File: config.mk
export PLATFORM = sky130hd
export DESIGN_NAME = flash_security_options
export DESIGN_NICKNAME = d
export VERILOG_FILES = /design/src/verilog/flash_sec_pkg.sv /design/src/verilog/key_compare.sv /design/src/verilog/flash_security_options.sv
export SDC_FILE = /design/constraint.sdc
export NUM_CORES = 1
export LEC_CHECK = 0
export BUFFER_PORTS_ARGS = -buffer_cell sky130_fd_sc_hd__buf_2
export CAP_MARGIN = 5
export CORE_UTILIZATION = 54
export DETAILED_ROUTE_END_ITERATION = 10
export GPL_TIMING_DRIVEN = 0
export HOLD_SLACK_MARGIN = 0.06
export PLACE_DENSITY = 0.8
export RECOVER_POWER = 25
export REMOVE_ABC_BUFFERS = 1
export SLEW_MARGIN = 20
export SYNTH_ARGS = -nofsm -noshare
export SYNTH_HDL_FRONTEND = slang
export SYNTH_SLANG_ARGS = --single-unit
File: constraint.sdc
create_clock -name ref_clk -period 2.75 [get_ports ref_clk]
set_input_delay 0.1375 -clock ref_clk [delete_from_list [all_inputs] [get_ports ref_clk]]
set_output_delay 0.1375 -clock ref_clk [all_outputs]
set_load 0.02 [all_outputs]
File: src/verilog/flash_sec_pkg.sv
// constants for the flash security option block
`default_nettype none
package flash_sec_pkg;
  localparam logic [15:0] ADDR_CLOCK_DIVIDER = 16'h1820;
  localparam logic [15:0] ADDR_OPTION_WORK   = 16'h1821;
  localparam logic [15:0] ADDR_CONFIG        = 16'h1823;
  localparam logic [15:0] ADDR_PROTECT_WORK  = 16'h1824;
  localparam logic [15:0] ADDR_CMD_STATUS    = 16'h1825;
  localparam logic [15:0] ADDR_CMD_CODE      = 16'h1826;
  localparam logic [15:0] ADDR_KEY_BASE      = 16'hFFB0;
  localparam logic [15:0] ADDR_NV_PROTECT    = 16'hFFBD;
  localparam logic [15:0] ADDR_NV_OPTIONS    = 16'hFFBF;
  localparam logic [15:0] ADDR_KEY_ENTRY     = 16'h1828;
  localparam logic [15:0] ADDR_SEC_STATUS    = 16'h1829;
  localparam int KEY_BYTES       = 8;
  localparam int OPT_KEY_ENABLE  = 7;
  localparam int OPT_REDIR_DIS   = 6;
  localparam int CFG_KEY_ACCESS  = 5;
  localparam int DIV_LOADED      = 7;
  localparam logic [1:0] SEC_UNSECURED = 2'h2;
  localparam logic [7:0] RESET_BYTE  = 8'h00;
  localparam logic [7:0] CFG_MASK    = 8'h20;
  localparam logic [7:0] OPT_MASK    = 8'hC3;
  localparam logic [7:0] STATUS_MASK = 8'hF4;
endpackage
`default_nettype wire

File: src/verilog/key_compare.sv
// eight byte backdoor key comparator
`timescale 1ns/1ns
`default_nettype none
module key_compare (
  input  wire logic [63:0] stored_key,
  input  wire logic [63:0] entered_key,
  input  wire logic [7:0]  entered_valid,
  output logic             key_match
);
  logic [7:0] byte_ok;
  genvar g;
  generate
    for (g = 0; g < flash_sec_pkg::KEY_BYTES; g++) begin : g_byte
      // RL10: every byte equal
      assign byte_ok[g] = entered_valid[g] && (entered_key[8*g +: 8] == stored_key[8*g +: 8]);
    end
  endgenerate
  assign key_match = &byte_ok;
endmodule
`default_nettype wire

File: src/verilog/flash_security_options.sv
// flash protection, option copy and backdoor key security logic
// Summary of operation
// RL1: reset copies nonvolatile bytes into working registers
// RL2: key enable allows key to unlock
// RL3: key accepted only from secure code
// RL4: debug path key writes refused
// RL5: key enable zero disables key
// RL6: otherwise unlock only after blank erase
// RL7: security code 1:0 means unsecured
// RL8: stored eight byte key is reference
// RL9: software may use any array address
// RL10: all bytes match, unlock until reset
//
// Design decision made here: the strobed register port.
`timescale 1ns/1ns
`default_nettype none
module flash_security_options (
  input  wire logic        ref_clk,
  input  wire logic        rst,
  input  wire logic [15:0] addr,
  input  wire logic [7:0]  wdata,
  input  wire logic        wr_stb,
  input  wire logic        rd_stb,
  output logic      [7:0]  rdata,
  input  wire logic        from_secure_code,
  input  wire logic        from_debug,
  input  wire logic [7:0]  nv_protect_byte,
  input  wire logic [7:0]  nv_options_byte,
  input  wire logic [63:0] nv_key,
  input  wire logic        array_verified_blank,
  output logic             secured,
  output logic [7:0]       protection_out,
  output logic             vector_redirect_disable
);
  typedef enum logic [2:0] {
    ST_LOAD   = 3'b001,
    ST_SECURE = 3'b010,
    ST_OPEN   = 3'b100
  } sec_state_e;

  sec_state_e sec_state_r;
  sec_state_e sec_state_nxt;
  logic [7:0]  divider_r;
  logic [7:0]  option_r;
  logic [7:0]  config_r;
  logic [7:0]  protect_r;
  logic [7:0]  status_r;
  logic [7:0]  cmd_r;
  logic [63:0] entry_key_r;
  logic [7:0]  entry_valid_r;
  logic [2:0]  entry_idx_r;
  logic        key_match;
  logic        key_enable;
  logic        key_write_ok;
  logic [7:0]  rdata_nxt;

  function automatic logic hit(input logic [15:0] a, input logic [15:0] b);
    hit = (a == b);
  endfunction

  // RL2: key enable bit
  assign key_enable = option_r[flash_sec_pkg::OPT_KEY_ENABLE];
  // RL3: secure code, key access set, not debug
  assign key_write_ok = wr_stb && hit(addr, flash_sec_pkg::ADDR_KEY_ENTRY) && from_secure_code
                        && !from_debug && config_r[flash_sec_pkg::CFG_KEY_ACCESS] && key_enable;

  // RL8: compare against stored key
  key_compare u_cmp (
    .stored_key    (nv_key),
    .entered_key   (entry_key_r),
    .entered_valid (entry_valid_r),
    .key_match     (key_match)
  );

  // RL1: working copies loaded after reset
  always_ff @(posedge ref_clk) begin
    if (rst) begin
      option_r  <= flash_sec_pkg::RESET_BYTE;
      protect_r <= flash_sec_pkg::RESET_BYTE;
    end else if (sec_state_r == ST_LOAD) begin
      option_r  <= nv_options_byte & flash_sec_pkg::OPT_MASK;
      protect_r <= nv_protect_byte;
    end
  end

  // divider written once only
  always_ff @(posedge ref_clk) begin
    if (rst) begin
      divider_r <= flash_sec_pkg::RESET_BYTE;
    end else if (wr_stb && hit(addr, flash_sec_pkg::ADDR_CLOCK_DIVIDER) && !divider_r[flash_sec_pkg::DIV_LOADED]) begin
      divider_r <= {1'b1, wdata[6:0]};
    end
  end

  always_ff @(posedge ref_clk) begin
    if (rst) begin
      config_r <= flash_sec_pkg::RESET_BYTE;
      cmd_r    <= flash_sec_pkg::RESET_BYTE;
      status_r <= flash_sec_pkg::RESET_BYTE;
    end else begin
      if (wr_stb && hit(addr, flash_sec_pkg::ADDR_CONFIG)) begin
        config_r <= wdata & flash_sec_pkg::CFG_MASK;
      end
      if (wr_stb && hit(addr, flash_sec_pkg::ADDR_CMD_CODE)) begin
        cmd_r <= wdata;
      end
      status_r <= {1'b1, 1'b1, 3'h0, array_verified_blank, 2'h0} & flash_sec_pkg::STATUS_MASK;
    end
  end

  // RL4: debug key bytes never stored
  always_ff @(posedge ref_clk) begin
    if (rst) begin
      entry_key_r   <= 64'h0;
      entry_valid_r <= 8'h00;
      entry_idx_r   <= 3'h0;
    end else if (key_write_ok && sec_state_r == ST_SECURE) begin
      entry_key_r[8*entry_idx_r +: 8] <= wdata;
      entry_valid_r[entry_idx_r]      <= 1'b1;
      entry_idx_r                     <= entry_idx_r + 3'h1;
    end
  end

  always_comb begin
    sec_state_nxt = sec_state_r;
    unique case (sec_state_r)
      ST_LOAD: begin
        // RL7: only 1:0 is unsecured
        if (nv_options_byte[1:0] == flash_sec_pkg::SEC_UNSECURED) begin
          sec_state_nxt = ST_OPEN;
        end else begin
          sec_state_nxt = ST_SECURE;
        end
      end
      ST_SECURE: begin
        // RL5: key ignored when disabled
        if (key_enable && key_match) begin
          // RL10: full match unlocks
          sec_state_nxt = ST_OPEN;
        // RL6: blank verified array unlocks
        end else if (array_verified_blank) begin
          sec_state_nxt = ST_OPEN;
        end
      end
      ST_OPEN: begin
        sec_state_nxt = ST_OPEN;
      end
      default: begin
        sec_state_nxt = ST_LOAD;
      end
    endcase
  end

  // RL10: open persists until reset
  always_ff @(posedge ref_clk) begin
    if (rst) begin
      sec_state_r <= ST_LOAD;
    end else begin
      sec_state_r <= sec_state_nxt;
    end
  end

  always_comb begin
    rdata_nxt = 8'h00;
    if (hit(addr, flash_sec_pkg::ADDR_CLOCK_DIVIDER)) rdata_nxt = divider_r;
    if (hit(addr, flash_sec_pkg::ADDR_OPTION_WORK))   rdata_nxt = option_r;
    if (hit(addr, flash_sec_pkg::ADDR_CONFIG))        rdata_nxt = config_r;
    if (hit(addr, flash_sec_pkg::ADDR_PROTECT_WORK))  rdata_nxt = protect_r;
    if (hit(addr, flash_sec_pkg::ADDR_CMD_STATUS))    rdata_nxt = status_r;
    if (hit(addr, flash_sec_pkg::ADDR_CMD_CODE))      rdata_nxt = cmd_r;
    if (hit(addr, flash_sec_pkg::ADDR_SEC_STATUS))    rdata_nxt = {7'h0, sec_state_r != ST_OPEN};
  end

  always_ff @(posedge ref_clk) begin
    if (rst) begin
      rdata <= 8'h00;
    end else if (rd_stb) begin
      rdata <= rdata_nxt;
    end else begin
      rdata <= 8'h00;
    end
  end

  assign secured                 = (sec_state_r != ST_OPEN);
  assign protection_out          = protect_r;
  assign vector_redirect_disable = option_r[flash_sec_pkg::OPT_REDIR_DIS];
endmodule
`default_nettype wire

==> flow_summary.json, run 1 <==
{
  "core-area_um2": 9860,
  "start_kind": "register",
  "antenna_found_initial": 0,
  "gp_congestion": 0.957,
  "hold_viol_final": 0,
  "wl_per_cell_um": 17.4,
  "h-tree-depth": 4,
  "clockBufferDepth": 2,
  "ant_nets": 0,
  "placed_cell_area_um2": 6180,
  "finalPower_mw": 4.53,
  "io_buffer_count": 124,
  "yosysTopAreaCellShare": 0.423,
  "netlist_area_um2": 5530,
  "first_iter_violations": 363,
  "cap_violations": 0,
  "grt_max_degree": 60,
  "start_util": 0.561,
  "crit_chain": "inv_1 > ha_2 > nor3b_2 > buf_4 > nand3_1 > a21oi_1",
  "final-max-slew-violation-count": 0,
  "numCtsBuffers": 17,
  "worst_pin_slew_ns": 0.902,
  "worstPathArrival_ns": 3.05,
  "pwr-share-seq": 0.400,
  "setup_viol": 0,
  "cp-end-kind": "register",
  "area_growth_pct": 27.7,
  "die_area_um2": 10700,
  "cts_root_buf": "clkbuf_8",
  "clkPwrFrac": 0.489,
  "route.vias.total": 5300,
  "peakVddDrop_mv": 0.444,
  "num_antenna_cells": 0,
  "finalCriticalPeriod_ns": 2.61,
  "slew_headroom": 0.395,
  "clkTransAtPathRegs_ns": 0.06,
  "p_leak_nw": 2.85,
  "postSynthCellCount": 648,
  "fp.dieH_um": 103,
  "crit_path_max_fanout": 16,
  "hpwl_mm": 10.6,
  "boundaryPins": 129,
  "p_int_mw": 3.34,
  "p_sw_mw": 1.19,
  "worstPathRequired_ns": 3.20,
  "max_freq_mhz": 384,
  "synth_ff_type": "dfxtp_1",
  "rrSetupSlack_ns": 0.14,
  "grt_pass1_wl_mm": 25.4,
  "synth_edf_count": 0,
  "p_per_area_nw_per_um2": 641,
  "synth-seq-area-share": 0.423,
  "yosysUniqueCellTypes": 55,
  "max_stage_delay_ns": 0.63,
  "die_w_um": 103,
  "switching_share": 0.263,
  "critical-path-slowest-cell": "ha_2",
  "avgSynthCellArea_um2": 8.54,
  "grt_pass1_vias": 5242,
  "wl_mm": 16.1,
  "crit_buf_inv": 2,
  "path_class": "reg -> reg",
  "synth_top_area_cell": "dfxtp_1",
  "drc": 0,
  "p_comb_frac": 0.111,
  "cts_tree": "built",
  "multi_input_area_um2": 2950,
  "grt_usage": 0.318,
  "async_reset_ff_frac": 0,
  "drive_above_1_share": 0.209,
  "regArea_um2": 2340,
  "fillers": 707,
  "ys_warn_count": 0,
  "hp-class": "in -> reg",
  "finalClockSkew_ns": 0.00685,
  "rsz0062_at_grt": "false",
  "cp_top_family": "simple AND/OR/NAND/NOR gates",
  "outcome": "finished clean",
  "clock_sinks": 117,
  "clk_latency_ns": 0.52,
  "vias_per_cell": 5.72,
  "nNetsFinal": 897,
  "yosys-top-cells-area": "dfxtp_1, mux2i_1, xor2_1",
  "rows": 36,
  "ys_seq_elements": 117,
  "drt_pre_antenna_iters": 5,
  "overflow": 0,
  "final_cell_area_um2": 7060,
  "min_period_over_period": 0.947
}
-- layout make-up --
type / instances / area share
clock buffer: 17 / 0.0586
timing repair buffer: 157 / 0.133
multi-input combinational: 467 / 0.418
sequential: 117 / 0.332
inverter: 20 / 0.0106
tap: 133 / 0.0236
clock inverter: 15 / 0.0252
-- stage by stage --
| step | utilization | instances | TNS (ns) | worst slack, ns | hold WS (ns) |
|---|---|---|---|---|---|
| 3_5_place_dp | 0.626 | 864 | -8.36 | -0.463 | 0.387 |
| 5_1_grt | 0.716 | 926 | 0 | 0.0262 | 0.0707 |
| 2_1_floorplan | - | 604 | 0 | 0.206 | 0.207 |
| 6_report | 0.716 | 926 | 0 | 0.145 | 0.0729 |
| 3_3_place_gp | 0.621 | 861 | -21.91 | -0.814 | 0.378 |
| 4_1_cts | 0.718 | 926 | 0 | 0.000506 | 0.0675 |
-- registers in the layout (all words and copies together), names as in the netlist, 2 cells and up --
signal and cells:
entry_key_r 64, cmd_r 8, divider_r 8, entry_valid_r 8
protection_out 8, rdata 8, option_r 4, entry_idx_r 3
sec_state_r 3, status_r 2
-- placed cells by master, fill, tap and decap left out, types with 4 or more instances in the layout --
cell and count:
nor3_1 4, clkbuf_16 16, nor2_1 52, buf_2 106
dfxtp_1 116, mux2i_1 36, nand4_1 14, nand2_1 66
nor2b_1 10, clkbuf_1 17, a21oi_1 61, nand3b_1 4
o22ai_1 4, ha_1 5, buf_4 7, xnor2_1 15
nor4_1 12, inv_1 19, nand3_1 50, and3_1 11
o21ai_0 9, a31oi_1 4, nand2b_1 18, clkinvlp_4 5
dlygate4sd3_1 25, xor2_1 39
-- kinds of logic after synthesis --
group           synth area share
buf+inv                   0.0493
fa+ha+maj                 0.0136
xor+xnor                  0.0855
compound gates             0.114
mux                       0.0651
simple gates               0.250
flops                      0.423
-- power groups by stage --
stage | Combinational (mW) | Sequential [mW] | Clock (mW)
global placement | 0.440 | 1.84 | 0
global route | 0.551 | 1.82 | 2.30
CTS | 0.499 | 1.81 | 2.21
finish | 0.504 | 1.81 | 2.21
floorplan | 0.191 | 1.87 | 0
detailed placement | 0.469 | 1.84 | 0
-- routing by layer --
layer / wire [um] / up-vias / global-route usage / share of wire
met5: 0 / - / 0 / 0
met4: 565 / 0 / 0.144 / 0.035
met1: 6410 / 2446 / 0.389 / 0.40
met2: 7740 / 276 / 0.534 / 0.48
met3: 1400 / 59 / 0.0773 / 0.087
li1: - / 2519 / - / -
-- repair_timing --
item	in CTS	in global routing
hold buffers	25	0
setup endpoints to repair	54	31
pin swaps	2	0
buffers inserted	5	0
hold endpoints to repair	68	0
resized for setup	4	4
-- Yosys cell counts (all sizes together) (2+ instances only) --
cell type    n
o2bb2ai      2
nand3       50
or3b         2
inv         19
nand2b      18
nand4       15
nor2b       10
dfxtp      117
and3        12
a31oi        4
a221oi       2
nor4        13
nor3         5
clkbuf      34
nand3b       4
a222oi       3
ha           6
and4         3
nor4b        4
nand2       66
a22oi        3
buf         10
a21oi       61
mux2i       36
o211ai       3
nor3b        5
nor2        53
xor2        39
o21ai       10
o22ai        4
a41oi        2
xnor2       15
a311oi       2
o31ai        2
and4b        3
-- path summary, 6_finish.rpt --
path,start,end,cells after the start
setup / recovery,entry_idx_r[0]$_SDFFE_PP0P_,entry_key_r[13]$_SDFFE_PP0P_,6
hold / removal,rst,entry_key_r[60]$_SDFFE_PP0P_,2
setup reg to reg,entry_idx_r[0]$_SDFFE_PP0P_,entry_key_r[13]$_SDFFE_PP0P_,6
hold reg to reg,entry_valid_r[4]$_SDFFE_PP0P_,entry_valid_r[4]$_SDFFE_PP0P_,2
(Power assumes the default switching activity.)
==> run 2, diff against run 1 <==
- CORE_ASPECT_RATIO: not set -> 0.8
==> run 2 against run 1 <==
The run now ends with capacitance limit, slew limit left. Sequential share of layout area increased by 0.38 points. Sequential cell count unchanged. Global-route usage decreased by 0.23 points. Final area decreased by 1.1%. Register-to-register slack improved by 0.04 ns. Cell count decreased by 1.2%. Clock skew about the same. Hold slack improved by 0.028 ns. Critical endpoint is now entry_key_r[41]$_SDFFE_PP0P_.
==> flow_summary.json, run 2 (synthesized netlist as in run 1, its figures left out) <==
{
  "outcome": "finished, violations left",
  "violations": "capacitance limit, slew limit",
  "clk_latency_ns": 0.41,
  "final-max-slew-violation-count": 50,
  "cp-endpoint": "entry_key_r[41]$_SDFFE_PP0P_",
  "setup.worst_path.start": "entry_idx_r[0]$_SDFFE_PP0P_",
  "num_antenna_cells": 0,
  "use_met2": 0.506,
  "crit_path_max_fanout": 16,
  "rrSetupSlack_ns": 0.19,
  "vias_per_cell": 5.83,
  "largest_reg_flops": 64,
  "die_area_um2": 10700,
  "route.vias.total": 5332,
  "drt_pre_antenna_iters": 6,
  "hp-class": "in -> reg",
  "start_kind": "register",
  "grt_pass1_vias": 5153,
  "wl_mm": 16.4,
  "ant_nets": 0,
  "rr_endpoint": "entry_key_r[41]$_SDFFE_PP0P_",
  "worstPathArrival_ns": 2.90,
  "grt_pass1_wl_mm": 25.3,
  "finalPower_mw": 4.61,
  "cap_violations": 2,
  "area_growth_pct": 26.2,
  "rows": 32,
  "tns_ns": 0,
  "die_w_um": 115,
  "numCtsBuffers": 17,
  "layout_common_cells": "dfxtp_1, buf_2, nand2_1",
  "max_freq_mhz": 391,
  "hold_viol_final": 0,
  "peakVddDrop_mv": 0.417,
  "start_util": 0.564,
  "clock_sinks": 117,
  "grt_max_degree": 69,
  "drive_above_1_share": 0.207,
  "worst_pin_slew_ns": 1.77,
  "use_met1": 0.403,
  "min_period_over_period": 0.931,
  "p_leak_nw": 2.82,
  "cp-end-kind": "register",
  "p_per_area_nw_per_um2": 660,
  "io_buffer_count": 124,
  "worstPathRequired_ns": 3.09,
  "regToRegStartpoint": "entry_idx_r[0]$_SDFFE_PP0P_",
  "wl_per_cell_um": 17.9,
  "first_iter_violations": 620,
  "reg2reg_depth": 6,
  "placed_cell_area_um2": 6190,
  "grt_usage": 0.316,
  "setup_viol": 0,
  "h-tree-depth": 4,
  "fillers": 743,
  "path_class": "reg -> reg",
  "boundaryPins": 129,
  "core-area_um2": 9810,
  "clkTransAtPathRegs_ns": 0.05,
  "overflow": 0,
  "antenna_found_initial": 0,
  "hold_ws_ns": 0.101,
  "top_usage_layer": "met2",
  "grt_util_met3": 0.0779,
  "gp_congestion": 0.884,
  "hpwl_mm": 11.1,
  "finalClockSkew_ns": 0.00710,
  "fp.dieH_um": 92.5,
  "cts_tree": "built",
  "clockBufferDepth": 2,
  "largest-register": "entry_key_r",
  "cts_root_buf": "clkbuf_16",
  "finalCriticalPeriod_ns": 2.56,
  "final_common_cell": "dfxtp_1",
  "drc": 0,
  "slew_headroom": -0.182,
  "final_cell_area_um2": 6980,
  "nNetsFinal": 883
}
run 2: cell types whose count changed in the layout (fill, tap and decap cells not counted), sizes merged:
| cell | delta |
|---|---|
| clkbuf | +6 |
| clkinvlp | -1 |
| clkinv | -1 |
| buf | -4 |
| dlygate4sd3 | -12 |
| inv | -2 |
run 2: worst min path at each step:
stage	start	end	slack, ns	cells past startpoint
6_report	wdata[6]	entry_key_r[30]$_SDFFE_PP0P_	0.10	3
5_1_grt	wdata[7]	entry_key_r[47]$_SDFFE_PP0P_	0.12	3
4_1_cts	wdata[7]	entry_key_r[63]$_SDFFE_PP0P_	0.09	3
3_5_place_dp	nv_protect_byte[2]	protection_out[2]$_SDFFE_PP0N_	0.38	3
3_3_place_gp	nv_protect_byte[7]	protection_out[7]$_SDFFE_PP0N_	0.38	3
2_1_floorplan	rst	cmd_r[0]$_SDFFE_PP0P_	0.21	1
run 2: critical path: stages (launching register included):
cell,delay [ns]
dfxtp_2,0.55
inv_1,0.25
ha_2,0.62
nor3b_2,0.52
buf_4,0.27
nand3_1,0.09
a21oi_1,0.17
run 2: layer usage:
layer / part of all wire / up-vias
li1: - / 2506
met2: 0.46 / 273
met3: 0.089 / 53
met1: 0.42 / 2500
met5: 0 / -
met4: 0.031 / 0
run 2: through the flow:
step	worst slack [ns]	cells	util
6_report	0.190	915	0.712
5_1_grt	-0.000276	915	0.712
4_1_cts	0.112	915	0.714
3_5_place_dp	-0.546	867	0.631
3_3_place_gp	-0.793	864	0.625
2_1_floorplan	0.206	604	-
run 2: final cells by class:
cell class / instances / area [um^2] / area share
inverter: 20 / 75.1 / 0.0107
timing repair buffer: 143 / 817 / 0.117
clock buffer: 21 / 480 / 0.0688
sequential: 117 / 2340 / 0.336
tap: 136 / 170 / 0.0244
multi-input combinational: 467 / 2950 / 0.422
clock inverter: 11 / 148 / 0.0211
run 2: power breakdown:
| part | internal, mW | switching, mW |
|---|---|---|
| Clock | 1.52 | 0.794 |
| Combinational | 0.181 | 0.299 |
| Sequential | 1.75 | 0.0619 |
run 2: what timing repair did:
item | in CTS | in global routing
endpoints found under the setup margin | 50 | 17
hold endpoints to repair | 14 | 0
buffers inserted | 3 | 0
pin swaps | 2 | 0
hold buffers | 13 | 0
gates resized for setup | 6 | 3
